**config.mk**
```make
export PLATFORM = sky130hd
export DESIGN_NAME = sia_adapter_top
export DESIGN_NICKNAME = d
export VERILOG_FILES = /design/src/logic/sia_pkg.sv /design/src/logic/sia_fifo.sv /design/src/logic/sia_adapter_top.sv
export SDC_FILE = /design/constraint.sdc
export NUM_CORES = 2
export LEC_CHECK = 0
export BUFFER_PORTS_ARGS = -buffer_cell sky130_fd_sc_hd__buf_2
export CAP_MARGIN = 20
export CORE_MARGIN = 1
export CORE_UTILIZATION = 60
export CTS_BUF_LIST = sky130_fd_sc_hd__clkbuf_2 sky130_fd_sc_hd__clkbuf_4 sky130_fd_sc_hd__clkbuf_8
export DETAILED_ROUTE_END_ITERATION = 12
export HOLD_SLACK_MARGIN = 0.02
export PLACE_DENSITY_LB_ADDON = 0.12
export SYNTH_ARGS = -nofsm -noshare
export SYNTH_HDL_FRONTEND = slang
export SYNTH_HIERARCHICAL = 1
export SYNTH_SLANG_ARGS = --single-unit
```
**constraint.sdc**
```tcl
create_clock -name clk -period 4.85 [get_ports clk]
set_clock_uncertainty 0.2 [all_clocks]
set_input_delay 0.485 -clock clk [delete_from_list [all_inputs] [get_ports clk]]
set_output_delay 0.485 -clock clk [all_outputs]
set_load 0.01 [all_outputs]
```
**src/logic/sia_pkg.sv**
```systemverilog
// Shared constants, carrier structs and state type for the stream adapter chain.
// Assumes one clock, an active-low asynchronous reset, and on-chip stream partners.
package sia_pkg;

  // ****************************************************************
  // Widths
  // ****************************************************************
  localparam int IN_DATA_W = 128;
  localparam int OUT_DATA_W = 32;
  localparam int WORD_IDX_W = 2;
  localparam logic [WORD_IDX_W-1:0] FIRST_WORD_IDX = 2'h0;
  localparam logic [WORD_IDX_W-1:0] LAST_WORD_IDX = 2'h3;
  localparam int IN_CHAN_W = 6;
  localparam int MID_CHAN_W = 8;
  localparam int OUT_CHAN_W = 4;
  localparam logic [MID_CHAN_W-IN_CHAN_W-1:0] CHAN_PAD = 2'h0;
  localparam logic [MID_CHAN_W-OUT_CHAN_W-1:0] CHAN_HIGH_NONE = 4'h0;
  localparam int ERR_W = 3;
  localparam int FIFO_DEPTH = 8;
  localparam int FIFO_LVL_W = 4;
  localparam int CNT_W = 16;
  localparam logic [CNT_W-1:0] CNT_ONE = 16'h0001;
  localparam logic [CNT_W-1:0] CNT_TWO = 16'h0002;

  // ****************************************************************
  // Error bit positions on each side
  // ****************************************************************
  localparam int SRC_ERR_LEN = 0;
  localparam int SRC_ERR_CRC = 1;
  localparam int SRC_ERR_OVF = 2;
  localparam int SNK_ERR_LEN = 0;
  localparam int SNK_ERR_CRC = 1;
  localparam int SNK_ERR_PAR = 2;

  // ****************************************************************
  // Carriers
  // ****************************************************************
  typedef struct packed {
    logic sop;
    logic eop;
    logic [ERR_W-1:0] err;
    logic [IN_CHAN_W-1:0] chan;
    logic [IN_DATA_W-1:0] data;
  } sia_in_beat_type;

  typedef struct packed {
    logic sop;
    logic eop;
    logic [ERR_W-1:0] err;
    logic [MID_CHAN_W-1:0] chan;
    logic [IN_DATA_W-1:0] data;
  } sia_mid_beat_type;

  typedef struct packed {
    logic sop;
    logic eop;
    logic [ERR_W-1:0] err;
    logic [OUT_CHAN_W-1:0] chan;
    logic [OUT_DATA_W-1:0] data;
  } sia_out_word_type;

  typedef enum logic {SPLIT_EMPTY, SPLIT_SEND} sia_split_state_type;

endpackage

```
**src/logic/sia_fifo.sv**
```systemverilog
// Synchronous FIFO with valid/ready on both sides.
// Assumes a single clock; read data is shown combinationally from the head slot.
`timescale 1ns/100ps

module sia_fifo #(
  parameter int WIDTH = 8,
  parameter int DEPTH = 8
) (
  input wire logic clk,
  input wire logic rst_n,
  input wire logic wr_valid,
  output logic wr_ready,
  input wire logic [WIDTH-1:0] wr_data,
  output logic rd_valid,
  input wire logic rd_ready,
  output logic [WIDTH-1:0] rd_data,
  output logic [$clog2(DEPTH+1)-1:0] level
);

  localparam int PTR_W = $clog2(DEPTH);
  localparam int LVL_W = $clog2(DEPTH+1);
  localparam logic [PTR_W-1:0] PTR_LAST = PTR_W'(DEPTH-1);
  localparam logic [LVL_W-1:0] LVL_FULL = LVL_W'(DEPTH);
  localparam logic [LVL_W-1:0] LVL_ONE = LVL_W'(1);

  logic [WIDTH-1:0] mem_reg [DEPTH];
  logic [WIDTH-1:0] mem_next [DEPTH];
  logic [PTR_W-1:0] wr_ptr_reg, wr_ptr_next;
  logic [PTR_W-1:0] rd_ptr_reg, rd_ptr_next;
  logic [LVL_W-1:0] cnt_reg, cnt_next;
  logic push;
  logic pop;

  // Ready and valid come from the count alone, so full and empty are exact
  assign wr_ready = (cnt_reg != LVL_FULL);
  assign rd_valid = (cnt_reg != '0);
  assign rd_data = mem_reg[rd_ptr_reg];
  assign level = cnt_reg;

  // Next pointers, count and storage
  always_comb begin
    push = wr_valid && wr_ready;
    pop = rd_valid && rd_ready;
    mem_next = mem_reg;
    wr_ptr_next = wr_ptr_reg;
    rd_ptr_next = rd_ptr_reg;
    cnt_next = cnt_reg;
    if (push) begin
      mem_next[wr_ptr_reg] = wr_data;
      wr_ptr_next = (wr_ptr_reg == PTR_LAST) ? '0 : wr_ptr_reg + 1'b1;
    end
    if (pop) begin
      rd_ptr_next = (rd_ptr_reg == PTR_LAST) ? '0 : rd_ptr_reg + 1'b1;
    end
    if (push && !pop) begin
      cnt_next = cnt_reg + LVL_ONE;
    end else if (pop && !push) begin
      cnt_next = cnt_reg - LVL_ONE;
    end
  end

  // Register stage
  always_ff @(posedge clk or negedge rst_n) begin
    if (!rst_n) begin
      mem_reg <= '{default: '0};
      wr_ptr_reg <= '0;
      rd_ptr_reg <= '0;
      cnt_reg <= '0;
    end else begin
      mem_reg <= mem_next;
      wr_ptr_reg <= wr_ptr_next;
      rd_ptr_reg <= rd_ptr_next;
      cnt_reg <= cnt_next;
    end
  end

endmodule

```
**src/logic/sia_adapter_top.sv**
```systemverilog
// Stream adapter chain: ready-less 128-bit source in, ready-capable 32-bit sink out.
// Channel widen then narrow, error remap, FIFO timing buffer, width split.
// Assumes one point-to-point partner on each side, synchronous to clk.
`timescale 1ns/100ps

module sia_adapter_top
  import sia_pkg::*;
(
  input wire logic clk,
  input wire logic rst_n,
  input wire logic in_valid,
  input sia_in_beat_type in_beat,
  output logic out_valid,
  input wire logic out_ready,
  output sia_out_word_type out_word,
  output logic err_unsupported,
  output logic drop_overflow,
  output logic drop_channel,
  output logic [FIFO_LVL_W-1:0] fifo_level,
  output logic [CNT_W-1:0] words_sent,
  output logic [CNT_W-1:0] beats_dropped
);

  // ****************************************************************
  // Helper functions
  // ****************************************************************

  // Zero-extend the source channel into the wider middle field
  function automatic logic [MID_CHAN_W-1:0] widen_chan(input logic [IN_CHAN_W-1:0] c);
    widen_chan = {CHAN_PAD, c};
  endfunction

  // Sink can only represent channels whose upper bits are all clear
  function automatic logic chan_fits(input logic [MID_CHAN_W-1:0] c);
    chan_fits = (c[MID_CHAN_W-1:OUT_CHAN_W] == CHAN_HIGH_NONE);
  endfunction

  // Translate source error bits onto the sink layout
  function automatic logic [ERR_W-1:0] map_err(input logic [ERR_W-1:0] e);
    logic [ERR_W-1:0] m;
    m = '0;
    m[SNK_ERR_LEN] = e[SRC_ERR_LEN];
    m[SNK_ERR_CRC] = e[SRC_ERR_CRC];
    m[SNK_ERR_PAR] = 1'b0;
    map_err = m;
  endfunction

  // Cut one output word from a stored beat; lowest word goes first
  function automatic sia_out_word_type make_word(input sia_mid_beat_type b,
                                                 input logic [WORD_IDX_W-1:0] idx);
    sia_out_word_type w;
    w.data = b.data[OUT_DATA_W*int'(idx) +: OUT_DATA_W];
    w.sop = b.sop && (idx == FIRST_WORD_IDX);
    w.eop = b.eop && (idx == LAST_WORD_IDX);
    w.err = b.err;
    w.chan = b.chan[OUT_CHAN_W-1:0];
    make_word = w;
  endfunction

  // ****************************************************************
  // Declarations
  // ****************************************************************
  sia_mid_beat_type wr_beat;
  sia_mid_beat_type rd_beat;
  logic fifo_wr_ready;
  logic fifo_rd_valid;
  logic fifo_rd_ready;
  logic [FIFO_LVL_W-1:0] fifo_lvl;

  logic err_unsup_reg, err_unsup_next;
  logic drop_ovf_reg, drop_ovf_next;

  sia_split_state_type state_reg, state_next;
  sia_mid_beat_type beat_reg, beat_next;
  logic [WORD_IDX_W-1:0] idx_reg, idx_next;
  logic out_valid_reg, out_valid_next;
  sia_out_word_type out_word_reg, out_word_next;
  logic drop_chan_reg, drop_chan_next;

  logic [CNT_W-1:0] sent_cnt_reg, sent_cnt_next;
  logic [CNT_W-1:0] drop_cnt_reg, drop_cnt_next;
  logic [FIFO_LVL_W-1:0] level_reg, level_next;

  // ****************************************************************
  // Input side
  // ****************************************************************

  // The input port is a sink: its fields feed the FIFO with no register in between
  always_comb begin
    wr_beat.sop = in_beat.sop;
    wr_beat.eop = in_beat.eop;
    wr_beat.err = map_err(in_beat.err);
    wr_beat.chan = widen_chan(in_beat.chan);
    wr_beat.data = in_beat.data;
  end

  // The source has no ready, so a beat offered while the FIFO is full is lost
  // and reported; it cannot be held back
  always_comb begin
    drop_ovf_next = in_valid && !fifo_wr_ready;
    err_unsup_next = in_valid && in_beat.err[SRC_ERR_OVF];
  end

  always_ff @(posedge clk or negedge rst_n) begin
    if (!rst_n) begin
      drop_ovf_reg <= 1'b0;
      err_unsup_reg <= 1'b0;
    end else begin
      drop_ovf_reg <= drop_ovf_next;
      err_unsup_reg <= err_unsup_next;
    end
  end

  // ****************************************************************
  // Timing buffer
  // ****************************************************************

  // Eight beats of slack absorb the sink's stalls against a source that cannot wait
  sia_fifo #(
    .WIDTH($bits(sia_mid_beat_type)),
    .DEPTH(FIFO_DEPTH)
  ) u_fifo (
    .clk(clk),
    .rst_n(rst_n),
    .wr_valid(in_valid),
    .wr_ready(fifo_wr_ready),
    .wr_data(wr_beat),
    .rd_valid(fifo_rd_valid),
    .rd_ready(fifo_rd_ready),
    .rd_data(rd_beat),
    .level(fifo_lvl)
  );

  // ****************************************************************
  // Width split and channel filter
  // ****************************************************************

  // One beat is held while its four words go out; a new beat is fetched only
  // when the holder is empty, which costs one idle cycle per beat but keeps
  // the FIFO read path free of the output handshake
  always_comb begin
    state_next = state_reg;
    beat_next = beat_reg;
    idx_next = idx_reg;
    out_valid_next = out_valid_reg;
    out_word_next = out_word_reg;
    drop_chan_next = 1'b0;
    fifo_rd_ready = 1'b0;
    if (out_valid_reg && out_ready) begin
      out_valid_next = 1'b0;
    end
    case (state_reg)
      SPLIT_EMPTY: begin
        fifo_rd_ready = 1'b1;
        if (fifo_rd_valid) begin
          if (chan_fits(rd_beat.chan)) begin
            beat_next = rd_beat;
            idx_next = FIRST_WORD_IDX;
            state_next = SPLIT_SEND;
          end else begin
            drop_chan_next = 1'b1;
          end
        end
      end
      SPLIT_SEND: begin
        // A word is loaded only when the previous one is gone or leaving now
        if (!out_valid_reg || out_ready) begin
          out_valid_next = 1'b1;
          out_word_next = make_word(beat_reg, idx_reg);
          idx_next = idx_reg + 1'b1;
          if (idx_reg == LAST_WORD_IDX) begin
            state_next = SPLIT_EMPTY;
          end
        end
      end
      default: begin
        state_next = SPLIT_EMPTY;
      end
    endcase
  end

  // Output word and valid leave straight from these flops
  always_ff @(posedge clk or negedge rst_n) begin
    if (!rst_n) begin
      state_reg <= SPLIT_EMPTY;
      beat_reg <= '0;
      idx_reg <= FIRST_WORD_IDX;
      out_valid_reg <= 1'b0;
      out_word_reg <= '0;
      drop_chan_reg <= 1'b0;
    end else begin
      state_reg <= state_next;
      beat_reg <= beat_next;
      idx_reg <= idx_next;
      out_valid_reg <= out_valid_next;
      out_word_reg <= out_word_next;
      drop_chan_reg <= drop_chan_next;
    end
  end

  // ****************************************************************
  // Statistics
  // ****************************************************************

  // Counters wrap; software-free status, so no clear is provided
  always_comb begin
    sent_cnt_next = sent_cnt_reg;
    drop_cnt_next = drop_cnt_reg;
    level_next = fifo_lvl;
    if (out_valid_reg && out_ready) begin
      sent_cnt_next = sent_cnt_reg + CNT_ONE;
    end
    if (drop_ovf_next && drop_chan_next) begin
      drop_cnt_next = drop_cnt_reg + CNT_TWO;
    end else if (drop_ovf_next || drop_chan_next) begin
      drop_cnt_next = drop_cnt_reg + CNT_ONE;
    end
  end

  always_ff @(posedge clk or negedge rst_n) begin
    if (!rst_n) begin
      sent_cnt_reg <= '0;
      drop_cnt_reg <= '0;
      level_reg <= '0;
    end else begin
      sent_cnt_reg <= sent_cnt_next;
      drop_cnt_reg <= drop_cnt_next;
      level_reg <= level_next;
    end
  end

  // ****************************************************************
  // Outputs
  // ****************************************************************
  assign out_valid = out_valid_reg;
  assign out_word = out_word_reg;
  assign err_unsupported = err_unsup_reg;
  assign drop_overflow = drop_ovf_reg;
  assign drop_channel = drop_chan_reg;
  assign fifo_level = level_reg;
  assign words_sent = sent_cnt_reg;
  assign beats_dropped = drop_cnt_reg;

endmodule

```
==> results.sh <==
export IMPL_outcome="finished clean"
export IMPL_power_leakage_nw=31.0
export IMPL_dieArea_um2=103000
export IMPL_design_area_um2=69800
export IMPL_ys_seq_area_share_pct=55.7
export IMPL_ys_warn_count=6
export IMPL_finalSetupViolCount=0
export IMPL_worst_hold_slack_ns=0.00535
export IMPL_netlist_area_um2=61100
export IMPL_num_rows=116
export IMPL_drv_slew=0
export IMPL_timing_rr_end="beat_reg[63]"
export IMPL_place_gp_congestion=0.802
export IMPL_startpoint_type="flop"
export IMPL_worst_pin_slew_ns=1.14
export IMPL_fp_dieH_um=321
export IMPL_r2r_cells=6
export IMPL_fmax_mhz=268
export IMPL_start_util_pct=60.8
export IMPL_insertion_delay_ns=0.90
export IMPL_core_um2=100000
export IMPL_drt_iter0_markers=2016
export IMPL_io_pins=224
export IMPL_grt_util_all_layers_pct=30.1
export IMPL_arrival_ns=4.28
export IMPL_max_slew_margin_pct=23.7
export IMPL_drive_gt1_share_pct=58.7
export IMPL_die_w_um=321
export IMPL_via_per_inst=6.10
export IMPL_cp_max_fo=54
export IMPL_grt_remaining_overflow=0
export IMPL_setup_tns_ns=0
export IMPL_drv_cap=0
export IMPL_fin_crit_ns=3.73
export IMPL_worstSetupEndpointType="flop"
export IMPL_post_route_period_util_pct=76.9
export IMPL_drc=0
export IMPL_r2r_start="u_fifo/rd_ptr_reg[1]"
export IMPL_largest_reg_flops=1128
export IMPL_layout_setup_ws_ns=1.12
export IMPL_avgSynthCellArea_um2=17.3
export IMPL_ys_ff_latch=1359
export IMPL_clock_sinks=1359
export IMPL_firstDrtPassIters=5
export IMPL_cts_htree_levels=4
export IMPL_cts_repair_resize_count=0
export IMPL_hold_viol_final=0
export IMPL_grt_max_degree=158
export IMPL_synth_async_reset_ratio_pct=100
export IMPL_rsz0062_at_grt="no"
export IMPL_wirelength_mm=149
export IMPL_crit_type="flop to flop"
export IMPL_clock_root_buffer="clkbuf_8"
export IMPL_syn2layout_area_growth_pct=14.3
export IMPL_grt_pass1_wl_mm=234
export IMPL_grt_pass1_vias=37600
export IMPL_cts_tree="done"
export IMPL_wl_per_cell_um=27.1
export IMPL_port_buffers=223
export IMPL_numCtsBuffers=214
export IMPL_antenna_found_initial=19
export IMPL_clkTransAtPathRegs_ns=0.07
export IMPL_fillerInstances=6625
export IMPL_pre_cts_ws_ns=1.11
export IMPL_p_per_area_nw_per_um2=730
export IMPL_vdd_drop_max_v=0.000578
export IMPL_synthDistinctLibCells=48
export IMPL_synthCells=3529
export IMPL_place_hpwl_mm=90.4
export IMPL_synth_main_ff_cell="dfrtp_1"
export IMPL_drtAntennaViolNets=0
export IMPL_via_count=33600
export IMPL_synth_edf_count=0
export IMPL_required_ns=5.41
export IMPL_final_nets=4134
export IMPL_r2r_slack_ns=1.12
export IMPL_clock_path_buffers=3
export IMPL_hp_class="input port to asynchronous set/reset pin"
export IMPL_dpl_instance_area_um2=63700
export IMPL_finalCoreUtilization_pct=69.5
[cell type report]
type	count	area, µm²	share of cell area (%)
timing repair buffer	439	3620	5.18
tap	1357	1700	2.43
multi-input combinational	1951	25800	36.9
inverter	10	37.5	0.0538
sequential	1359	34000	48.7
clock buffer	355	4370	6.27
clock inverter	27	243	0.348
antenna	12	30.0	0.0430
[how the worst max path moves through the flow]
stage | from | end | slack [ns] | depth (start not counted)
after global placement | u_fifo/rd_ptr_reg[0] | beat_reg[81] | 1.16 | 5
after floorplan | u_fifo/rd_ptr_reg[0] | beats_dropped[10] | 1.16 | 14
final | u_fifo/rd_ptr_reg[1] | beat_reg[63] | 1.12 | 6
after CTS | u_fifo/rd_ptr_reg[0] | beat_reg[81] | 1.11 | 5
after detailed placement | u_fifo/rd_ptr_reg[0] | beat_reg[84] | 1.11 | 5
after global routing | u_fifo/rd_ptr_reg[0] | beat_reg[108] | 0.92 | 5
[layout by cell type, fill, tap and decap left out, types with 3 or more instances in the layout]
cell type | synthesis | layout
buf_12 | 0 | 41
inv_1 | 10 | 10
ha_1 | 15 | 15
o21ai_0 | 8 | 8
dfrtp_1 | 1359 | 1354
nor2_1 | 11 | 11
dfrtp_4 | 0 | 3
xnor2_1 | 25 | 25
nand2_1 | 26 | 25
clkbuf_8 | 0 | 273
mux2_2 | 1143 | 1143
a21oi_1 | 3 | 3
mux4_2 | 314 | 314
conb_1 | 1 | 24
clkinv_2 | 0 | 15
nand2b_1 | 5 | 5
dlygate4sd3_1 | 0 | 143
bufinv_16 | 0 | 3
buf_2 | 108 | 222
diode_2 | 0 | 12
nor4b_4 | 1 | 3
xor2_1 | 5 | 5
nand3_1 | 17 | 16
clkinvlp_4 | 0 | 5
nor3_1 | 3 | 3
buf_4 | 4 | 31
nand4_1 | 8 | 8
mux2_4 | 277 | 277
mux2_1 | 33 | 33
clkbuf_4 | 0 | 82
[worst max-delay path, cell delays in order, from the launching register on]
cell,delay [ns]
dfrtp_4,0.77
mux4_2,0.39
mux2_2,0.29
nor4_2,0.41
nand3_4,0.59
buf_12,0.51
mux2_4,0.35
[per-layer routing]
metal  part of all wire [%]  global-route usage [%]
met5                  0.023                       0
met4                    2.2                    8.91
met3                    5.0                    5.26
met2                     49                    47.6
met1                     44                    43.2
[cells in the mapped netlist (all sizes together) (8+ instances only)]
cell / count / area share [%]
mux2: 1453 / 28
dfrtp: 1359 / 56
mux4: 314 / 12
buf: 174 / 1.9
clkbuf: 58 / 0.36
nand2: 26 / 0.16
xnor2: 25 / 0.36
nand3: 17 / 0.14
ha: 15 / 0.31
nor2: 11 / 0.068
inv: 10 / 0.061
nand4: 8 / 0.082
o21ai: 8 / 0.066
[where the power goes]
group          internal (mW)  switching, mW
combinational           12.3           7.54
clock                   5.81           4.45
sequential              17.0           3.84
total                   35.1           15.8
[through the flow]
stage          power [mW]  instances
2_1_floorplan        35.0       3552
3_3_place_gp         39.5       4971
3_5_place_dp         40.7       4972
4_1_cts              51.2       5497
5_1_grt              53.5       5507
6_report             51.0       5510
[what timing repair did]
item	4_1_cts	5_1_grt
hold buffers	143	0
endpoints found under the hold margin	1360	0
setup buffers	0	0
[logic make-up (layout without fill, tap and decap cells)]
| logic type | after synthesis | in the layout | share of synthesized area (%) |
|---|---|---|---|
| AO/OA/AOI/OAI | 18 | 18 | 0.188 |
| XOR/XNOR | 30 | 30 | 0.430 |
| adder cells (fa/ha/maj) | 16 | 16 | 0.340 |
| buffers and inverters | 242 | 831 | 2.37 |
| flip-flops | 1359 | 1359 | 55.7 |
| multiplexers | 1768 | 1768 | 40.1 |
| other | 1 | 36 | 0.00614 |
| AND/OR/NAND/NOR | 95 | 95 | 0.905 |
Note: power is estimated with default switching activity, not from simulation.
